**src/verilog/ibc_pkg.sv**
```systemverilog
// package: register map, field positions, reset values and timing for ibc
package ibc_pkg;
	localparam int          IBC_AW            = 8;
	localparam int          IBC_DW            = 8;
	// register offsets
	localparam logic [7:0]  IBC_OFS_STATUS    = 8'h00;
	localparam logic [7:0]  IBC_OFS_CH2_HI    = 8'h07;
	localparam logic [7:0]  IBC_OFS_CH3_LO    = 8'h08;
	localparam logic [7:0]  IBC_OFS_CH3_HI    = 8'h09;
	localparam logic [7:0]  IBC_OFS_RESTART   = 8'h0A;
	localparam logic [7:0]  IBC_OFS_ACTMASK   = 8'h0C;
	localparam logic [7:0]  IBC_OFS_NPSCAN    = 8'h0D;
	// reset values
	localparam logic [7:0]  IBC_RST_RESTART   = 8'h00;
	localparam logic [7:0]  IBC_RST_ACTMASK   = 8'h1F;
	localparam logic [7:0]  IBC_RST_NPSCAN    = 8'h01;
	// field positions
	localparam int          IBC_BIT_FULLRST   = 4;
	localparam int          IBC_BIT_HOLD      = 0;
	localparam int          IBC_BIT_READY     = 6;
	localparam int          IBC_BIT_FAST      = 3;
	localparam int          IBC_BIT_CONT      = 2;
	localparam int          IBC_LP_LSB        = 4;
	// scan rates in samples per second, core clock in hertz
	localparam int          IBC_SPS_FAST      = 160;
	localparam int          IBC_SPS_R0        = 80;
	localparam int          IBC_SPS_R1        = 40;
	localparam int          IBC_SPS_R2        = 20;
	localparam int          IBC_SPS_R3        = 10;
	localparam int          IBC_CLK_HZ        = 10_000_000;
	// time the core stays not ready after a full reset, in microseconds
	localparam int          IBC_READY_US      = 10;
	localparam int          IBC_READY_CYC     =
		(IBC_READY_US * (IBC_CLK_HZ / 1_000_000) < 1) ? 1 :
		IBC_READY_US * (IBC_CLK_HZ / 1_000_000);
	localparam int          IBC_CONT_CYC      = 1;

	typedef enum logic [2:0] {
		IBC_RATE_CONT = 3'b000,
		IBC_RATE_160  = 3'b001,
		IBC_RATE_80   = 3'b010,
		IBC_RATE_40   = 3'b011,
		IBC_RATE_20   = 3'b100,
		IBC_RATE_10   = 3'b101
	} ibc_rate_e;
endpackage : ibc_pkg

```
**src/verilog/ibc_regs.sv**
```systemverilog
// register bank of the inductive button controller: data, restart, enables
`timescale 1ns/10ps

// Behaviour
// - channel 2 result bits 11..8 read at 07h bits 3..0, 7..4 zero.
// - channel 3 result bits 7..0 read-only at 08h, zero after reset.
// - channel 3 result bits 11..8 read at 09h bits 3..0, 7..4 zero.
// - a one written to bit 4 at 0Ah restores every register default.
// - after a full reset no conversion runs until ready is one again.
// - status bit 6 reads zero while not ready after reset, then one.
// - while hold bit 0 at 0Ah is one no conversion runs, setup stays.
// - bits 3..0 at 0Ch enable channels 0..3, the register resets to 1Fh.
// - low-power scanning uses only channels whose bits 7..4 are one.
// - rate field 0/1/2/3 selects 80/40/20/10 samples per second.
// - fast bit 3 selects 160 per second over the field, not continuous.
// - continuous bit 2 in normal power scans back to back over all.
// - the continuous bit is ignored in low-power mode.
module ibc_regs
	import ibc_pkg::*;
#(
	parameter int READY_CYC = ibc_pkg::IBC_READY_CYC // not-ready time
) (
	input  wire logic                       clk_i,      // 10 MHz core clock
	input  wire logic                       arst_n_i,   // async reset, low
	input  wire logic                       ce_i,       // clock enable
	input  wire logic [ibc_pkg::IBC_AW-1:0] addr_i,     // register offset
	input  wire logic                       wr_i,       // write strobe
	input  wire logic [ibc_pkg::IBC_DW-1:0] wdata_i,    // write data
	input  wire logic                       rd_i,       // read strobe
	output logic      [ibc_pkg::IBC_DW-1:0] rdata_o,    // read data
	input  wire logic                       lowpower_i, // core in low power
	input  wire logic                       res_vld_i,  // new results pulse
	input  wire logic [11:0]                res_ch2_i,  // channel 2 result
	input  wire logic [11:0]                res_ch3_i,  // channel 3 result
	output logic                            conv_en_o,  // conversion allowed
	output logic                            core_rst_o, // core restart pulse
	output logic      [3:0]                 scan_ch_o,  // channels to scan
	output ibc_pkg::ibc_rate_e              rate_o      // selected scan rate
);
	import ibc_pkg::*;

	// ----------------------------------------------------------------
	// reset release
	// ----------------------------------------------------------------
	logic rst_s1_r, rst_n_r;
	always_ff @(posedge clk_i or negedge arst_n_i) begin
		if (!arst_n_i) begin
			rst_s1_r <= 1'b0;
			rst_n_r  <= 1'b0;
		end else begin
			rst_s1_r <= 1'b1;
			rst_n_r  <= rst_s1_r;
		end
	end

	// ----------------------------------------------------------------
	// control registers and full restart
	// ----------------------------------------------------------------
	logic [7:0]  restart_r, actmask_r, npscan_r;
	logic [11:0] ch2_r, ch3_r;
	logic        ready_r;
	logic [$clog2(READY_CYC+1)-1:0] rdy_cnt_r;
	logic        full_rst;
	logic [7:0]  status_word;

	assign full_rst = ce_i && wr_i && addr_i == IBC_OFS_RESTART
		&& wdata_i[IBC_BIT_FULLRST];

	// a full restart reloads defaults in one cycle, so the bit never
	// reads back as one
	always_ff @(posedge clk_i or negedge rst_n_r) begin
		if (!rst_n_r) begin
			restart_r <= IBC_RST_RESTART;
			actmask_r <= IBC_RST_ACTMASK;
			npscan_r  <= IBC_RST_NPSCAN;
		end else if (full_rst) begin
			restart_r <= IBC_RST_RESTART;
			actmask_r <= IBC_RST_ACTMASK;
			npscan_r  <= IBC_RST_NPSCAN;
		end else if (ce_i && wr_i) begin
			unique case (addr_i)
				IBC_OFS_RESTART: restart_r <= wdata_i;
				IBC_OFS_ACTMASK: actmask_r <= wdata_i;
				IBC_OFS_NPSCAN:  npscan_r  <= wdata_i;
				default: ;
			endcase
		end
	end

	// ready drops on any reset and returns after READY_CYC cycles
	always_ff @(posedge clk_i or negedge rst_n_r) begin
		if (!rst_n_r) begin
			ready_r   <= 1'b0;
			rdy_cnt_r <= '0;
		end else if (full_rst) begin
			ready_r   <= 1'b0;
			rdy_cnt_r <= '0;
		end else if (ce_i && !ready_r) begin
			if (rdy_cnt_r == ($bits(rdy_cnt_r))'(READY_CYC - 1))
				ready_r <= 1'b1;
			else
				rdy_cnt_r <= rdy_cnt_r + 1'b1;
		end
	end

	// ----------------------------------------------------------------
	// results
	// ----------------------------------------------------------------
	always_ff @(posedge clk_i or negedge rst_n_r) begin
		if (!rst_n_r) begin
			ch2_r <= '0;
			ch3_r <= '0;
		end else if (full_rst) begin
			ch2_r <= '0;
			ch3_r <= '0;
		end else if (ce_i && res_vld_i && conv_en_o) begin
			ch2_r <= res_ch2_i;
			ch3_r <= res_ch3_i;
		end
	end

	// ----------------------------------------------------------------
	// read mux; unmapped offsets read zero
	// ----------------------------------------------------------------
	// ready is the only status flag this bank owns
	assign status_word = 8'(ready_r) << IBC_BIT_READY;

	always_ff @(posedge clk_i or negedge rst_n_r) begin
		if (!rst_n_r) begin
			rdata_o <= '0;
		end else if (ce_i && rd_i) begin
			unique case (addr_i)
				IBC_OFS_STATUS:  rdata_o <= status_word;
				IBC_OFS_CH2_HI:  rdata_o <= {4'h0, ch2_r[11:8]};
				IBC_OFS_CH3_LO:  rdata_o <= ch3_r[7:0];
				IBC_OFS_CH3_HI:  rdata_o <= {4'h0, ch3_r[11:8]};
				IBC_OFS_RESTART: rdata_o <= restart_r;
				IBC_OFS_ACTMASK: rdata_o <= actmask_r;
				IBC_OFS_NPSCAN:  rdata_o <= npscan_r;
				default:         rdata_o <= 8'h00;
			endcase
		end
	end

	// ----------------------------------------------------------------
	// steering outputs
	// ----------------------------------------------------------------
	assign conv_en_o  = ready_r && !restart_r[IBC_BIT_HOLD];
	assign core_rst_o = full_rst;
	// low-power enable is trusted to imply the normal enable
	assign scan_ch_o  = lowpower_i ? actmask_r[IBC_LP_LSB +: 4]
	                               : actmask_r[3:0];

	always_comb begin
		if (!lowpower_i && npscan_r[IBC_BIT_CONT])
			rate_o = IBC_RATE_CONT;
		else if (npscan_r[IBC_BIT_FAST])
			rate_o = IBC_RATE_160;
		else begin
			unique case (npscan_r[1:0])
				2'b00: rate_o = IBC_RATE_80;
				2'b01: rate_o = IBC_RATE_40;
				2'b10: rate_o = IBC_RATE_20;
				2'b11: rate_o = IBC_RATE_10;
			endcase
		end
	end
endmodule : ibc_regs
```
**config.mk**
```make
export PLATFORM = sky130hd
export DESIGN_NAME = ibc_regs
export DESIGN_NICKNAME = d
export VERILOG_FILES = /design/src/verilog/ibc_pkg.sv /design/src/verilog/ibc_regs.sv
export SDC_FILE = /design/constraint.sdc
export NUM_CORES = 1
export LEC_CHECK = 0
export ABC_AREA = 1
export BUFFER_PORTS_ARGS = -buffer_cell sky130_fd_sc_hd__buf_2
export CAP_MARGIN = 25
export CORE_MARGIN = 3
export CORE_UTILIZATION = 55
export DETAILED_ROUTE_END_ITERATION = 10
export GPL_TIMING_DRIVEN = 1
export PLACE_DENSITY_LB_ADDON = 0.3
export SYNTH_ARGS = -nofsm -noshare
export SYNTH_HDL_FRONTEND = slang
export SYNTH_SLANG_ARGS = --single-unit
```
**constraint.sdc**
```tcl
create_clock -name clk_i -period 2.45 [get_ports clk_i]
set_input_delay 0.245 -clock clk_i [delete_from_list [all_inputs] [get_ports clk_i]]
set_output_delay 0.245 -clock clk_i [all_outputs]
set_load 0.01 [all_outputs]
```
* After elaboration in Yosys (flattened, before gate mapping) *
Cells that the tools add are included.

storage, ports and cells
  input port bits = 47
  output and inout bits = 17
  logic and storage cells = 72
  bits in registers = 66

operators by class
  equal/unequal tests = 11
  add/subtract/negate cells = 1
  reductions and logical operators = 26
  mux-type cells = 24

operators with widths
  kind                 number
  $mux 8               9
  $pmux 8 s7           1
  $mux 12              4
  $eq 8x4->1 const B   5
  $mux 7               3
  $reduce_bool 2->1    7
  $pmux 3 s4           1
  $reduce_and 2->1     5
  $logic_and 1x1->1    9
  $eq 8x3->1 const B   1
  $logic_not 8->1      1
  $add 7x1->7 const B  1
  $eq 7x7->1 const B   1
  $mux 3               2
  $eq 2x2->1 const B   2
  $mux 4               1
  $logic_not 1->1      3
  $mux 1               3
  $eq 2x1->1 const B   1
  $logic_not 2->1      1
  $ne 2x2->1 const B   1

* Depth between registers and ports, before layout *
  depth in word-level cells = 5
  depth in mapped cells = 10

* Worst setup path before layout *
Ideal clock, no wire load.

  path kind = register to register
  start = reg rdy_cnt_r[0]
  end = reg rdy_cnt_r[5]
  setup time = 0.121 ns
  path slack = 1.128 ns
  data required time = 2.329 ns
  stages on the path, launching flop included = 7
  path buffers = 0
  data arrival time = 1.200 ns
  cells stage by stage = dfrtp_1 ha_1 nand2_1 nor3_1 o21ai_0 nand2_1 nand2_1

between the ends
  longest elaborated chain between the ends = 4
  elaborated cells on any way between the ends = 7
  those cells by class = add/sub (1); eq/ne (2); mux (3); reduce/logical (1)

ends and longest elaborated chain
  element                 RTL line         source
  start, declared         ibc_regs.sv:62   logic [$clog2(READY_CYC+1)-1:0] rdy_cnt_r;
  start signal, assigned  ibc_regs.sv:102  rdy_cnt_r <= rdy_cnt_r + 1'b1;
  $add 7x1->7             ibc_regs.sv:102
  $mux 7                  ibc_regs.sv:99   if (rdy_cnt_r == ($bits(rdy_cnt_r))'(READY_CYC - 1))
  $mux 7                  ibc_regs.sv:98   end else if (ce_i && !ready_r) begin
  $mux 7                  ibc_regs.sv:95   end else if (full_rst) begin

Several ways; a longest one is shown, not always the timed one. The select of a mux whose other input is x is not followed.
A chain may end at the register's enable or synchronous reset.

* Worst setup path in the final report *
  start = in addr_i[2] (netlist name)
  end = out core_rst_o

between the ends
  longest elaborated chain between the ends = 3

ends and longest elaborated chain
  element            RTL line        source
  start, declared    ibc_regs.sv:26  input wire logic [ibc_pkg::IBC_AW-1:0] addr_i,
  $eq 8x4->1         ibc_regs.sv:66  assign full_rst = ce_i && wr_i && addr_i == IBC_OFS_RESTART
  $logic_and 1x1->1  ibc_regs.sv:66
  $logic_and 1x1->1  ibc_regs.sv:67  && wdata_i[IBC_BIT_FULLRST];
  end, declared      ibc_regs.sv:36  output logic core_rst_o,

No other way between the ends.

==> results.md <==
Outcome:
- The flow ran to the end, and the final reports show no timing, DRC or antenna violations.

Synthesis:
- The share of synthesized registers carrying an async set or reset is 1.00.
- Yosys mapped the design onto 30 distinct sky130hd cell types.
- The share of the synthesized area in the top cell type is 0.419.
- Sorting the synthesized cells by how often they occur yields nand2_1, inv_1, nand3_1, dfrtp_1, o21ai_0.
- The most instantiated library cell after synthesis is nand2_1.
- After synthesis, the cell types taking the most area are dfrtp_1, nand2_1, nand3_1.
- In this run, synthesis produced a sequential element count of 58.
- For this run, the leading register cell type out of synthesis is dfrtp_1.
- The average cell area after synthesis is approximately 7.2 um2.
- The number of enable flip-flop cells after synthesis is 0.
- The number of cells produced by synthesis is 429.
- The count of synthesis-stage warnings from yosys is 0.
- The share of the yosys chip area belonging to registers is 0.469.
- The biggest area contributor in the post-synthesis netlist is dfrtp_1.
- The netlist area before placement is 0.00311 mm2.
- The post-synth net total is 477.

Global route:
- The first global-routing pass estimated 12300 um of wire.
- The via count of the first global-routing pass was 2835.
- The total global-route track usage is 0.246.
- The final global-route overflow total is 0.
- Entering global routing, the biggest net connects 40 pins.
- The initial antenna violation count is 0.

Floorplan:
- The site row count is 26.
- For this design the top-level I/O count stands at 64.
- The die span in x is 81.2 um.
- The placeable core region is 0.00527 mm2.
- The vertical extent of the die is 81.2 um.
- The initial utilization of the core area, before any placement, comes to 0.590.
- The floorplan step defined a die boundary enclosing 0.00659 mm2.

Route:
- The detailed router finished its first iteration with 215 violations.
- The detailed-route via count is 2870.
- In the routed layout, each cell is associated on average with a via count of approximately 5.1.
- The total routed wirelength is 7440 um.
- The wire length per cell is 13.2 um.
- For this run, the detailed router's first-pass iteration total came to 4.
- For this run, design rule violations remaining after detail routing come to 0.
- The detail route stage leaves a number of antenna-violating nets equal to 0.

Setup path:
- The signal on the critical path passes through buf_2 -> inv_2 -> nand2_2 -> nor2_4 -> nand2_2 -> inv_4 -> nand3_4 -> clkinv_1 -> buf_2.
- In this run the worst path has a maximum fanout of 23.
- STA classifies the critical path endpoint as a primary output.
- The worst setup path is of the in -> out kind.
- The cell type group with the largest total delay on the critical path is buffers and inverters.
- At the worst endpoint, the required time is 2200 ps.
- The number of buffers and inverters on the critical path is 5.
- The type of element launching the critical path is an input port.
- The longest individual stage delay on the worst path is around 260 ps.
- For this design, the slowest cell found on the critical path is nand3_4.
- The critical path data arrival time is 1540 ps.

STA:
- The shortest clock period the worst path allows after layout is around 1800 ps.
- The number of hold violations in the final report was 0.
- The final cycle utilization of the critical path is 0.730.
- The post-route clock skew is about 5.5 ps.
- In this run the tightest slew margin relative to its limit is 0.587.
- Derived from the worst setup path, the maximum achievable clock frequency is 0.559 GHz.
- The count of endpoints failing setup in the final report is 0.
- The max-slew violation count is 0.
- At the pin with the least slew margin, the transition time is 620 ps.
- After routing, the total negative slack on setup checks comes to 0 ps.
- Setup repair after global routing left no endpoint under its margin.
- Across all setup checks in the final design, the least slack found is between 600 and 700 ps.

Clock network:
- The clock root buffer master is clkbuf_8.
- The H-tree was split into 3 levels.
- The tree built by TritonCTS fans out to between 50 and 60 sinks.
- The total of cells resized after clock tree synthesis is 0.
- The clock network latency to the later pin of the worst-skew pair is 340 ps.
- TritonCTS built the clock tree.
- TritonCTS created 9 clock buffers.
- The longest clock path from root to sink contains 2 buffers.
- After clock tree synthesis, the clock-pin slew on the worst setup and hold paths is about 60 ps.

Pwr:
- For this design the static power due to leakage is 2.15 nW.
- VDD sags by at most 0.000495 V.
- Power spread over the standard cell area amounts to between 600 and 700 mW/mm2.

Run:
- The count of max-cap constraint violations is 0.

Layout:
- The layout overhead on the synthesized area is 18.8%.
- The final layout contains about 540 nets.
- The repair_antennas step left the layout with diodes totalling 0.
- The share of final-layout standard cells stronger than drive strength 1 is 0.193.
- Counting the fill cells in the layout gives 449.
- Measured on the finished design, the core utilization comes to 0.701.

Min path:
- The type of the most critical hold path is in -> reg.

Place:
- The post-placement worst setup slack is 660 ps.
- In this run the tool buffered the top-level ports with 55 buffer cells.
- The post-DP HPWL is 5330 um.
- Routability-driven placement finished with a final weighted congestion of 0.864.
logic make-up after synthesis:
| family | synth area share |
|---|---|
| compound gates | 0.0700 |
| xor+xnor | 0.00282 |
| fa+ha+maj | 0.00402 |
| buf+inv | 0.104 |
| flops | 0.469 |
| mux | 0.0109 |
| other cells | 0.00121 |
| simple gates | 0.338 |
registers in the layout (all words and copies together), names as in the netlist:
name and flops:
rst_n_r 1, actmask_r 8, ready_r 1, ch3_r 12, rdata_o 8, restart_r 8, rst_s1_r 1, ch2_r 4
npscan_r 8, rdy_cnt_r 7
placed cells by master, fill, tap and decap left out, types with 2 or more instances in the layout:
master,count
nand2_1,137
inv_1,64
nand3_1,55
buf_2,55
dfrtp_1,51
o21ai_0,33
nor2_1,29
clkbuf_8,12
nor3_1,7
nand4_1,6
dfstp_2,6
a21oi_1,4
nand2_2,3
mux2_2,3
buf_4,3
nor2_2,2
o21ai_1,2
o211ai_1,2
bufinv_16,2
layout make-up:
cell class                 count  area (um2)  share of cell area
timing repair buffer          60         328              0.0888
tap                           70        87.6              0.0237
multi-input combinational    291        1330               0.359
inverter                      67         254              0.0688
clock inverter                 4        72.6              0.0196
clock buffer                  12         165              0.0447
sequential                    58        1460               0.395
final timing paths:
kind / slack [ps] / to / from / cells past startpoint
worst max-delay path: 660 / core_rst_o / addr_i[2] / 9
worst min-delay path: 130 / actmask_r[1]$_DFFE_PN1P_ / wdata_i[1] / 3
worst max register to register: 900 / rdy_cnt_r[2]$_DFFE_PN0P_ / rdy_cnt_r[0]$_DFFE_PN0P_ / 7
worst min register to register: 280 / ready_r$_DFFE_PN0P_ / rst_n_r$_DFF_PN0_ / 0
max in group asynchronous: 1520 / actmask_r[0]$_DFFE_PN1P_ / rst_n_r$_DFF_PN0_ / 1
min in group asynchronous: 210 / rst_s1_r$_DFF_PN0_ / arst_n_i / 2
routing by layer:
layer / track usage / vias up / wire (um)
li1: - / 1458 / -
met1: 0.278 / 1318 / 3060
met2: 0.435 / 80 / 3750
met3: 0.0698 / 14 / 493
met4: 0.0946 / 0 / 140
met5: 0 / - / 0
repair_timing:
item,CTS,global route
buffers inserted,0,0
endpoints found under the hold margin,2,0
hold buffers,1,0
report_power, final:
group	leakage [nW]	internal (mW)	switching [mW]	total (mW)
registers	0.736	1.03	0.0622	1.09
clock network	0.119	0.654	0.387	1.04
logic	1.29	0.0996	0.137	0.237
worst register-to-register path, cell delays in order (launching register included):
cell and delay [ps]:
dfrtp_1 430, ha_1 290, nand3_1 190, nand2_1 160, nor2_1 200, nand2_1 70, nand2_1 70, nor2_1 40
stage by stage:
step	instance area (um2)	power, mW	instances	hold WS (ps)
floorplan	3110	1.25	429	-50.6
global placement	3450	1.33	545	31.1
detailed placement	3450	1.34	545	31.6
CTS	3690	2.38	562	128
global route	3690	2.47	562	133
finish	3690	2.37	562	132
(Power assumes the default switching activity.)
